**src/common/phy_base_pkg.sv**
```systemverilog
// constants for the serial-bus phy base register bank
// assumes a word-aligned avalon-mm slave with 32-bit data, one register per word
package phy_base_pkg;
    localparam logic [3:0] ADDR_PORTS = 4'h2;
    localparam logic [3:0] ADDR_SPEED = 4'h3;
    localparam logic [3:0] ADDR_LINK = 4'h4;
    localparam logic [3:0] ADDR_EVENT = 4'h5;
    localparam logic [3:0] ADDR_SELECT = 4'h7;
    localparam logic [3:0] ADDR_PORT0 = 4'h8;
    localparam logic [3:0] ADDR_PORT1 = 4'h9;
    localparam logic [3:0] TOTAL_PORTS = 4'h2;
    localparam logic [2:0] MAX_SPEED = 3'h2;
    localparam logic [3:0] REPEAT_DELAY = 4'h0;
    localparam logic [2:0] REPEAT_JITTER = 3'h0;
    localparam logic [2:0] EXTENDED_CODE = 3'h7;
    localparam logic [2:0] PAGE_PORT = 3'h0;
    // bit positions in register 5
    localparam int EV_WATCH = 7;
    localparam int EV_SHORT = 6;
    localparam int EV_LOOP = 5;
    localparam int EV_PFAIL = 4;
    localparam int EV_TMO = 3;
    localparam int EV_PORT = 2;
    localparam int EV_ACCEL = 1;
    localparam int EV_MULTI = 0;
    localparam int SELF_ID_LINK_BIT = 9;
    localparam int SELF_ID_C_BIT = 20;
    localparam int SELF_ID_PWR_LO = 21;
    localparam int SHORT_RESET_NS = 1300;
    localparam int CLOCK_NS = 8;
    localparam int SHORT_RESET_CYCLES = SHORT_RESET_NS / CLOCK_NS;
    localparam int STATUS_BITS = 4;
    typedef enum logic [2:0] {
        RST_IDLE = 3'h1,
        RST_WAIT = 3'h2,
        RST_DRIVE = 3'h4
    } reset_state_type;
endpackage

```
**src/hdl/phy_base_registers.sv**
```systemverilog
// base control and status register bank of a two-port serial-bus phy
// assumes the arbitration core supplies event pulses on this clock; pins are synchronised here
//
// Chosen here: the Avalon-MM register port and the register offsets.
module phy_base_registers
    import phy_base_pkg::*;
#(
    parameter int PORTS = 2
) (
    input wire logic clock,
    input wire logic srst,
    input wire logic [3:0] address,
    input wire logic read,
    input wire logic write,
    input wire logic [31:0] writedata,
    output logic [31:0] readdata,
    output logic waitrequest,
    input wire logic linkPowerStatusInput,
    input wire logic cablePowerStatusInput,
    input wire logic [2:0] powerClassConfigPins,
    input wire logic fundamentalReset,
    input wire logic globalResetInput,
    input wire logic powerOnReset,
    input wire logic busReset,
    input wire logic treeIdTimeout,
    input wire logic stateTimeout,
    input wire logic resumeStart,
    input wire logic [PORTS*STATUS_BITS-1:0] portStatus,
    input wire logic busIdle,
    input wire logic legacyOnBus,
    output logic selfIdLink,
    output logic [23:0] selfIdFields,
    output logic interfaceActive,
    output logic wakeLink,
    output logic busResetStart,
    output logic busResetShort,
    output logic busResetActive,
    output logic accelArbitration,
    output logic multiSpeedConcat,
    output logic [2:0] pageSelect,
    output logic [3:0] portSelect
);
    initial begin
        if (PORTS != 2) $error("only two ports supported");
    end

    logic linkActiveControl, contender;
    logic [2:0] powerClass;
    logic [7:0] eventReg;
    logic [PORTS-1:0] intEnable;
    logic [1:0] lpsSync, cpsSync, pcReset;
    logic [5:0] pinSync;
    logic cpsLast;
    logic [PORTS*STATUS_BITS-1:0] statusLast;
    reset_state_type state;
    logic [7:0] resetCount;
    logic ack;

    wire logic link_power_status_input = lpsSync[1];
    wire logic wr = write && ack;
    wire logic clr5 = wr && address == ADDR_EVENT;
    wire logic cpsFall = cpsLast && !cpsSync[1];
    logic portChange;
    always_comb begin
        portChange = 1'b0;
        for (int p = 0; p < PORTS; p++) begin
            if (intEnable[p] && portStatus[p*STATUS_BITS +: STATUS_BITS]
                != statusLast[p*STATUS_BITS +: STATUS_BITS])
                portChange = 1'b1;
        end
    end
    wire logic anyBusReset = busReset || busResetActive;

    // paged port registers answer only on the port page for an implemented port
    function automatic logic portPageHit(input logic [2:0] pg, input logic [3:0] ps);
        return (pg == PAGE_PORT) && (ps < PORTS);
    endfunction

    // straps keep shifting through reset so that the reset itself loads settled pins
    always_ff @(posedge clock) begin
        pinSync <= {pinSync[2:0], powerClassConfigPins};
    end

    // one wait state per access
    always_ff @(posedge clock) begin
        if (srst) ack <= 1'b0;
        else ack <= (read || write) && !ack;
    end
    assign waitrequest = (read || write) && !ack;

    always_ff @(posedge clock) begin
        if (srst) begin
            lpsSync <= 2'h0;
            cpsSync <= 2'h3;
            pcReset <= 2'h0;
            cpsLast <= 1'b1;
            statusLast <= '0;
        end else begin
            lpsSync <= {lpsSync[0], linkPowerStatusInput};
            cpsSync <= {cpsSync[0], cablePowerStatusInput};
            pcReset <= {pcReset[0], fundamentalReset || globalResetInput || powerOnReset};
            cpsLast <= cpsSync[1];
            statusLast <= portStatus;
        end
    end

    always_ff @(posedge clock) begin
        if (srst) begin
            linkActiveControl <= 1'b1;
            contender <= 1'b0;
        end else if (wr && address == ADDR_LINK) begin
            linkActiveControl <= writedata[7];
            contender <= writedata[6];
        end
    end

    // power class loads from pins on srst and on fundamental, global or power-on reset, not on bus reset
    always_ff @(posedge clock) begin
        if (srst || pcReset[1]) powerClass <= pinSync[5:3];
        else if (wr && address == ADDR_LINK) powerClass <= writedata[2:0];
    end

    always_ff @(posedge clock) begin
        if (srst) begin
            eventReg <= 8'h00;
        end else begin
            if (wr && address == ADDR_EVENT) begin
                eventReg[EV_WATCH] <= writedata[EV_WATCH];
                eventReg[EV_ACCEL] <= writedata[EV_ACCEL];
                eventReg[EV_MULTI] <= writedata[EV_MULTI];
            end
            if (anyBusReset) eventReg[EV_SHORT] <= 1'b0;
            else if (wr && address == ADDR_EVENT && writedata[EV_SHORT])
                eventReg[EV_SHORT] <= 1'b1;
            // set beats write-one clear; zero writes keep the flag
            if (treeIdTimeout) eventReg[EV_LOOP] <= 1'b1;
            else if (clr5 && writedata[EV_LOOP]) eventReg[EV_LOOP] <= 1'b0;
            if (cpsFall) eventReg[EV_PFAIL] <= 1'b1;
            else if (clr5 && writedata[EV_PFAIL]) eventReg[EV_PFAIL] <= 1'b0;
            if (stateTimeout) eventReg[EV_TMO] <= 1'b1;
            else if (clr5 && writedata[EV_TMO]) eventReg[EV_TMO] <= 1'b0;
            if (portChange || (eventReg[EV_WATCH] && resumeStart))
                eventReg[EV_PORT] <= 1'b1;
            else if (clr5 && writedata[EV_PORT]) eventReg[EV_PORT] <= 1'b0;
        end
    end

    always_ff @(posedge clock) begin
        if (srst) begin
            pageSelect <= 3'h0;
            portSelect <= 4'h0;
            intEnable <= '0;
        end else if (wr && address == ADDR_SELECT) begin
            portSelect <= writedata[7:4];
            pageSelect <= writedata[2:0];
        end else if (wr && address == ADDR_PORT1 && portPageHit(pageSelect, portSelect)) begin
            intEnable[portSelect[0]] <= writedata[4];
        end
    end

    // short reset sequencer; a legacy node only drops busResetShort, the length stays SHORT_RESET_CYCLES + 1 cycles
    always_ff @(posedge clock) begin
        if (srst) begin
            state <= RST_IDLE;
            resetCount <= 8'h00;
        end else begin
            case (state)
                RST_IDLE: if (stateTimeout) begin
                    state <= RST_DRIVE;
                    resetCount <= 8'(SHORT_RESET_CYCLES);
                end else if (eventReg[EV_SHORT]) state <= RST_WAIT;
                RST_WAIT: if (busIdle) begin
                    state <= RST_DRIVE;
                    resetCount <= 8'(SHORT_RESET_CYCLES);
                end
                RST_DRIVE: if (resetCount != 8'h00) resetCount <= resetCount - 8'h01;
                    else state <= RST_IDLE;
                default: state <= RST_IDLE;
            endcase
        end
    end
    assign busResetActive = state == RST_DRIVE;
    assign busResetStart = (state != RST_DRIVE) && (stateTimeout
        || (state == RST_WAIT && busIdle));
    assign busResetShort = busResetActive && !legacyOnBus;

    assign selfIdLink = linkActiveControl && link_power_status_input;
    assign interfaceActive = link_power_status_input;
    assign wakeLink = eventReg[EV_LOOP] && eventReg[EV_WATCH] && !selfIdLink;
    assign accelArbitration = eventReg[EV_ACCEL];
    assign multiSpeedConcat = eventReg[EV_MULTI];
    always_comb begin
        selfIdFields = 24'h000000;
        selfIdFields[SELF_ID_LINK_BIT] = selfIdLink;
        selfIdFields[SELF_ID_C_BIT] = contender;
        selfIdFields[SELF_ID_PWR_LO +: 3] = powerClass;
    end

    always_ff @(posedge clock) begin
        if (srst) readdata <= 32'h00000000;
        else if (read && !ack) begin
            readdata <= 32'h00000000;
            case (address)
                ADDR_PORTS: readdata[7:0] <= {EXTENDED_CODE, 1'b0, TOTAL_PORTS};
                ADDR_SPEED: readdata[7:0] <= {MAX_SPEED, 1'b0, REPEAT_DELAY};
                ADDR_LINK: readdata[7:0] <= {linkActiveControl, contender,
                    REPEAT_JITTER, powerClass};
                ADDR_EVENT: readdata[7:0] <= eventReg;
                ADDR_SELECT: readdata[7:0] <= {portSelect, 1'b0, pageSelect};
                ADDR_PORT0: if (portPageHit(pageSelect, portSelect))
                    readdata[3:0] <= portStatus[portSelect[0]*STATUS_BITS +: STATUS_BITS];
                ADDR_PORT1: if (portPageHit(pageSelect, portSelect))
                    readdata[4] <= intEnable[portSelect[0]];
                default: readdata <= 32'h00000000;
            endcase
        end
    end

    linkbit_a: assert property (@(posedge clock) disable iff (srst)
        selfIdFields[SELF_ID_LINK_BIT] == (linkActiveControl && lpsSync[1]))
        else $error("link bit");

    reset_link_active_control_a: assert property (@(posedge clock)
        $past(srst) |-> linkActiveControl)
        else $error("link control reset");

    link_active_control_keep_a: assert property (@(posedge clock) disable iff (srst)
        busReset && !(wr && address == ADDR_LINK)
        |=> linkActiveControl == $past(linkActiveControl))
        else $error("link control changed by bus reset");

    iface_lps_a: assert property (@(posedge clock) disable iff (srst)
        interfaceActive == lpsSync[1])
        else $error("interface state");

    contender_copy_a: assert property (@(posedge clock) disable iff (srst)
        selfIdFields[SELF_ID_C_BIT] == contender)
        else $error("contender bit");

    pwr_copy_a: assert property (@(posedge clock) disable iff (srst)
        selfIdFields[SELF_ID_PWR_LO +: 3] == powerClass)
        else $error("power class copy");

    pwr_reload_a: assert property (@(posedge clock) disable iff (srst)
        pcReset[1]
        |=> powerClass == $past(pinSync[5:3]))
        else $error("power class reload");

    ports_read_a: assert property (@(posedge clock) disable iff (srst)
        read && !ack && address == ADDR_PORTS
        |=> readdata[7:0] == {EXTENDED_CODE, 1'b0, TOTAL_PORTS})
        else $error("port count");

    speed_read_a: assert property (@(posedge clock) disable iff (srst)
        read && !ack && address == ADDR_SPEED
        |=> readdata[7:0] == {MAX_SPEED, 1'b0, REPEAT_DELAY})
        else $error("speed and delay");

    jitter_read_a: assert property (@(posedge clock) disable iff (srst)
        read && !ack && address == ADDR_LINK
        |=> readdata[5:3] == REPEAT_JITTER)
        else $error("jitter");

    loop_set_a: assert property (@(posedge clock) disable iff (srst)
        treeIdTimeout
        |=> eventReg[EV_LOOP])
        else $error("loop flag");

    loop_clear_a: assert property (@(posedge clock) disable iff (srst)
        clr5 && writedata[EV_LOOP] && !treeIdTimeout
        |=> !eventReg[EV_LOOP])
        else $error("loop clear");

    pfail_set_a: assert property (@(posedge clock) disable iff (srst)
        cpsFall
        |=> eventReg[EV_PFAIL])
        else $error("power fail");

    pfail_clear_a: assert property (@(posedge clock) disable iff (srst)
        clr5 && writedata[EV_PFAIL] && !cpsFall
        |=> !eventReg[EV_PFAIL])
        else $error("power fail clear");

    tmo_reset_a: assert property (@(posedge clock) disable iff (srst)
        stateTimeout && state != RST_DRIVE
        |=> busResetActive && eventReg[EV_TMO])
        else $error("timeout reset");

    zero_keep_a: assert property (@(posedge clock) disable iff (srst)
        clr5 && !writedata[EV_LOOP] && eventReg[EV_LOOP]
        |=> eventReg[EV_LOOP])
        else $error("zero write cleared");

    tmo_keep_a: assert property (@(posedge clock) disable iff (srst)
        clr5 && !writedata[EV_TMO] && eventReg[EV_TMO]
        |=> eventReg[EV_TMO])
        else $error("zero write cleared timeout");

    port_keep_a: assert property (@(posedge clock) disable iff (srst)
        clr5 && !writedata[EV_PORT] && eventReg[EV_PORT]
        |=> eventReg[EV_PORT])
        else $error("zero write cleared port event");

    watch_resume_a: assert property (@(posedge clock) disable iff (srst)
        eventReg[EV_WATCH] && resumeStart
        |=> eventReg[EV_PORT])
        else $error("resume event");

    port_event_a: assert property (@(posedge clock) disable iff (srst)
        portChange
        |=> eventReg[EV_PORT])
        else $error("port event");

    int_enable_a: assert property (@(posedge clock) disable iff (srst)
        wr && address == ADDR_PORT1 && portPageHit(pageSelect, portSelect)
        |=> intEnable[$past(portSelect[0])] == $past(writedata[4]))
        else $error("interrupt enable");

    short_set_a: assert property (@(posedge clock) disable iff (srst)
        clr5 && writedata[EV_SHORT] && !anyBusReset
        |=> eventReg[EV_SHORT])
        else $error("short request set");

    short_clear_a: assert property (@(posedge clock) disable iff (srst)
        busResetActive
        |=> !eventReg[EV_SHORT])
        else $error("short request");

    short_start_a: assert property (@(posedge clock) disable iff (srst)
        state == RST_WAIT && busIdle
        |=> busResetActive)
        else $error("short reset start");

    start_active_a: assert property (@(posedge clock) disable iff (srst)
        busResetStart
        |=> busResetActive)
        else $error("reset start");

    count_bound_a: assert property (@(posedge clock) disable iff (srst)
        busResetActive
        |-> resetCount <= 8'(SHORT_RESET_CYCLES))
        else $error("reset length");

    short_kind_a: assert property (@(posedge clock) disable iff (srst)
        busResetActive
        |-> busResetShort == !legacyOnBus)
        else $error("reset kind");

    wake_link_a: assert property (@(posedge clock) disable iff (srst)
        eventReg[EV_LOOP] && eventReg[EV_WATCH] && !selfIdLink
        |-> wakeLink)
        else $error("wake");

    accel_keep_a: assert property (@(posedge clock) disable iff (srst)
        !(wr && address == ADDR_EVENT)
        |=> $stable(accelArbitration) && $stable(multiSpeedConcat))
        else $error("enable bits changed");

    accel_write_a: assert property (@(posedge clock) disable iff (srst)
        wr && address == ADDR_EVENT
        |=> accelArbitration == $past(writedata[EV_ACCEL]))
        else $error("accel write");

    select_keep_a: assert property (@(posedge clock) disable iff (srst)
        !(wr && address == ADDR_SELECT)
        |=> $stable(pageSelect) && $stable(portSelect))
        else $error("selectors changed");

    select_write_a: assert property (@(posedge clock) disable iff (srst)
        wr && address == ADDR_SELECT
        |=> pageSelect == $past(writedata[2:0]) && portSelect == $past(writedata[7:4]))
        else $error("selector write");

    page_reset_a: assert property (@(posedge clock)
        $past(srst) |-> pageSelect == 3'h0 && portSelect == 4'h0)
        else $error("select reset");
endmodule

```
**config.mk**
```make
export PLATFORM = sky130hd
export DESIGN_NAME = phy_base_registers
export DESIGN_NICKNAME = d
export VERILOG_FILES = /design/src/common/phy_base_pkg.sv /design/src/hdl/phy_base_registers.sv
export SDC_FILE = /design/constraint.sdc
export NUM_CORES = 1
export LEC_CHECK = 0
export BUFFER_PORTS_ARGS = -buffer_cell sky130_fd_sc_hd__buf_2
export CAP_MARGIN = 20
export CORE_UTILIZATION = 48
export CTS_BUF_LIST = sky130_fd_sc_hd__clkbuf_16
export DETAILED_ROUTE_END_ITERATION = 8
export HOLD_SLACK_MARGIN = 0.03
export PLACE_DENSITY = 0.82
export SLEW_MARGIN = 20
export SYNTH_ARGS = -nofsm -noshare
export SYNTH_HDL_FRONTEND = slang
export SYNTH_SLANG_ARGS = --single-unit
```
**constraint.sdc**
```tcl
create_clock -name clock -period 2 [get_ports clock]
set_input_delay 0.4 -clock clock [delete_from_list [all_inputs] [get_ports clock]]
set_output_delay 0.4 -clock clock [all_outputs]
set_load 0.02 [all_outputs]
```
==> impl_metrics.yaml <==
floorplan:
  ios: 134
  initial_core_util: 0.498
  die_h_microns: 83.1
  dieWidth_microns: 83.1
  fp-row-count: 29
  coreArea_sq_um: 6350
  dieArea_sq_um: 6910
grt:
  grt_pass1_vias: 2309
  grt_usage: 0.203
  grt_max_degree: 22
  overflow: 0
  antenna_found_initial: 0
  grt_pass1_wl_microns: 11000
clock_tree:
  post_cts_resized: 0
  htree_levels: 3
  worstSkewPairLatency_ns: 0.33
  clk_pin_slew_ns: 0.05
  cts_buffers: 9
  post_cts_buffers: 0
  cts_tree: "done"
  clockRootBuffer: "clkbuf_16"
  cts_hold_buffers: 0
  clock_sinks: 63
  cts_max_path_buffers: 2
timing:
  slew_violations: 0
  slew_headroom: 0.631
  tns_ns: 0
  min_period_ns: 1.72
  hold_viol: 0
  skew_ns: 0.00654
  tightest_slew_ns: 0.548
  rsz0062_at_grt: "no"
  fmaxAchievable_ghz: 0.583
  period_share: 0.858
  whs_ns: 0.175
  setup_violations: 0
setup_path:
  slowest_stage: "dfxtp_1"
  cp_slowest_stage_delay_ns: 0.45
  critPathMaxFanout: 8
  critical_path_class: "flop to output pin"
  end_kind: "output pin"
  cp_data_arrival_time_ns: 1.32
  worstSetupStartpointType: "flop"
  cp_top_family: "flip-flops"
  path_cells: "nor3b_2 -> buf_4 -> buf_2"
  critPathRequiredTime_ns: 1.60
  critPathBufInv: 2
placement:
  dpl_cell_area_sq_um: 3420
  hpwlAfterDp_microns: 5060
  portBuffers: 66
  routabilityCongestion: 0.872
synthesis:
  ys_warn_count: 0
  syn_inst: 346
  synthArstFlopShare: 0
  syn_area_per_cell_sq_um: 9.13
  yosysUniqueCellTypes: 54
  synth_area_sq_um: 3160
  ys_ff_latch: 63
  synth-main-ff-cell: "dfxtp_1"
  synth_edf_count: 3
  seq_area_frac_synth: 0.409
detailed_routing:
  post-route-drc-count: 0
  routed_wl_microns: 6730
  vias: 2576
  wl_per_cell_microns: 13.5
  ant_nets: 0
  drtIter0Drc: 134
  dr.pass1.iters: 4
  routed_via_density: 5.18
cells_and_area:
  diodes: 0
  syn_to_final_growth_pct: 17.1
  nFillCells: 565
  final_area_sq_um: 3700
  drive_above_1_share: 0.250
  layout.nets: 479
outcome:
  outcome: "complete, no violations"
pwr:
  peakVddDrop_v: 0.000558
  p_per_area_nw_per_um2: 891
  leakage_uw: 0.00160
job:
  cap_violations: 0
worst_hold_path:
  hold_path_class: "input port to flop"
metal layers:
metal,GRT usage,wire (microns),up-vias
met3,0.0716,474,12
li1,-,-,1257
met4,0.0925,144,0
met1,0.248,2900,1204
met2,0.321,3210,103
met5,0,0,-
sequential cells by signal, summed over array words and instances, names as in the netlist, 2 cells and up:
| register | flops |
|---|---|
| cpsSync | 2 |
| eventReg | 8 |
| intEnable | 2 |
| lpsSync | 2 |
| pageSelect | 3 |
| pcReset | 2 |
| pinSync | 6 |
| portSelect | 4 |
| powerClass | 3 |
| readdata | 8 |
| resetCount | 8 |
| state | 3 |
| statusLast | 8 |
area by class of cell:
cell class,count,area (sq um),area share
Multi-Input combinational cell,261,1610,0.436
Clock buffer,9,225,0.0609
Inverter,4,15.0,0.00406
Clock inverter,7,53.8,0.0145
Tap cell,77,96.3,0.0260
Timing Repair Buffer,76,405,0.110
Sequential cell,63,1290,0.349
logic make-up after synthesis:
kind of cell	Yosys count	share of synthesized area
XOR/XNOR	13	0.0360
AO/OA/AOI/OAI	51	0.105
other	1	0.00119
adder cells (fa/ha/maj)	2	0.00792
buffers and inverters	64	0.131
flip-flops	63	0.409
AND/OR/NAND/NOR	123	0.215
multiplexers	29	0.0951
worst reg2reg max path, cell delays in order (launching register included):
cell and delay, ns:
dfxtp_1 0.33, inv_1 0.09, ha_1 0.24, nor2b_1 0.17, a2111oi_0 0.53, xnor2_1 0.18
nor2_1 0.06
where the power goes:
group	internal (uW)	switching [uW]	total, uW
logic	166	293	460
registers	1330	53.0	1390
clock network	937	511	1450
total	2440	857	3290
placed cells by master, fill, tap and decap left out, types with 3 or more instances in the layout:
| master | count |
|---|---|
| xor2_1 | 6 |
| nand3_1 | 8 |
| nor4_1 | 8 |
| conb_1 | 43 |
| clkinv_1 | 5 |
| nand2b_1 | 6 |
| nor3b_1 | 4 |
| clkbuf_16 | 9 |
| and3_1 | 4 |
| mux2i_1 | 21 |
| a21oi_1 | 21 |
| o21ai_0 | 12 |
| mux2_2 | 8 |
| edfxtp_1 | 3 |
| buf_2 | 66 |
| buf_4 | 10 |
| xnor2_1 | 7 |
| nor2_1 | 34 |
| nand2_1 | 14 |
| inv_1 | 4 |
| nor3_1 | 9 |
| o211ai_1 | 3 |
| dfxtp_1 | 60 |
| or2_2 | 3 |
| nor2b_1 | 16 |
synthesized netlist by cell type (all sizes together), types with 2 or more instances:
library cell  instances  share of area
nand2                14          0.017
a21oi                21          0.033
buf                  50           0.11
and3                  4         0.0079
or4                   3         0.0095
or3                   2         0.0044
ha                    2         0.0079
nor3                 10          0.019
nor3b                 6          0.017
nor4                  8          0.016
nand3                 8          0.013
nand3b                2         0.0048
and2                  2         0.0040
o211ai                3         0.0071
or2                   3         0.0059
xnor2                 7          0.019
mux2i                21          0.067
dfxtp                60           0.38
mux2                  8          0.029
nor2                 34          0.040
inv                   4         0.0048
nor2b                16          0.032
xor2                  6          0.017
nand4                 2         0.0040
a2111oi               2         0.0059
o21ai                12          0.019
edfxtp                3          0.029
nand2b                6          0.012
clkbuf               10          0.012
metrics by stage:
step / setup WS (ns) / instances / power [uW] / utilization
floorplan: 0.306 / 388 / 1800 / -
global placement: 0.205 / 481 / 1850 / 0.539
detailed placement: 0.204 / 481 / 1870 / 0.539
CTS: 0.272 / 497 / 3320 / 0.582
global route: 0.155 / 497 / 3430 / 0.582
finish: 0.283 / 497 / 3290 / 0.582
worst paths after layout:
kind | startpoint | cells after the start | slack (ns) | to
worst max-delay path | state[2] | 3 | 0.28 | busResetActive
worst min-delay path | powerClassConfigPins[2] | 1 | 0.18 | pinSync[2]
worst max register to register | resetCount[0] | 6 | 0.29 | resetCount[4]
worst min register to register | pinSync[0] | 0 | 0.32 | pinSync[3]
Note: power is estimated with default switching activity, not from simulation.
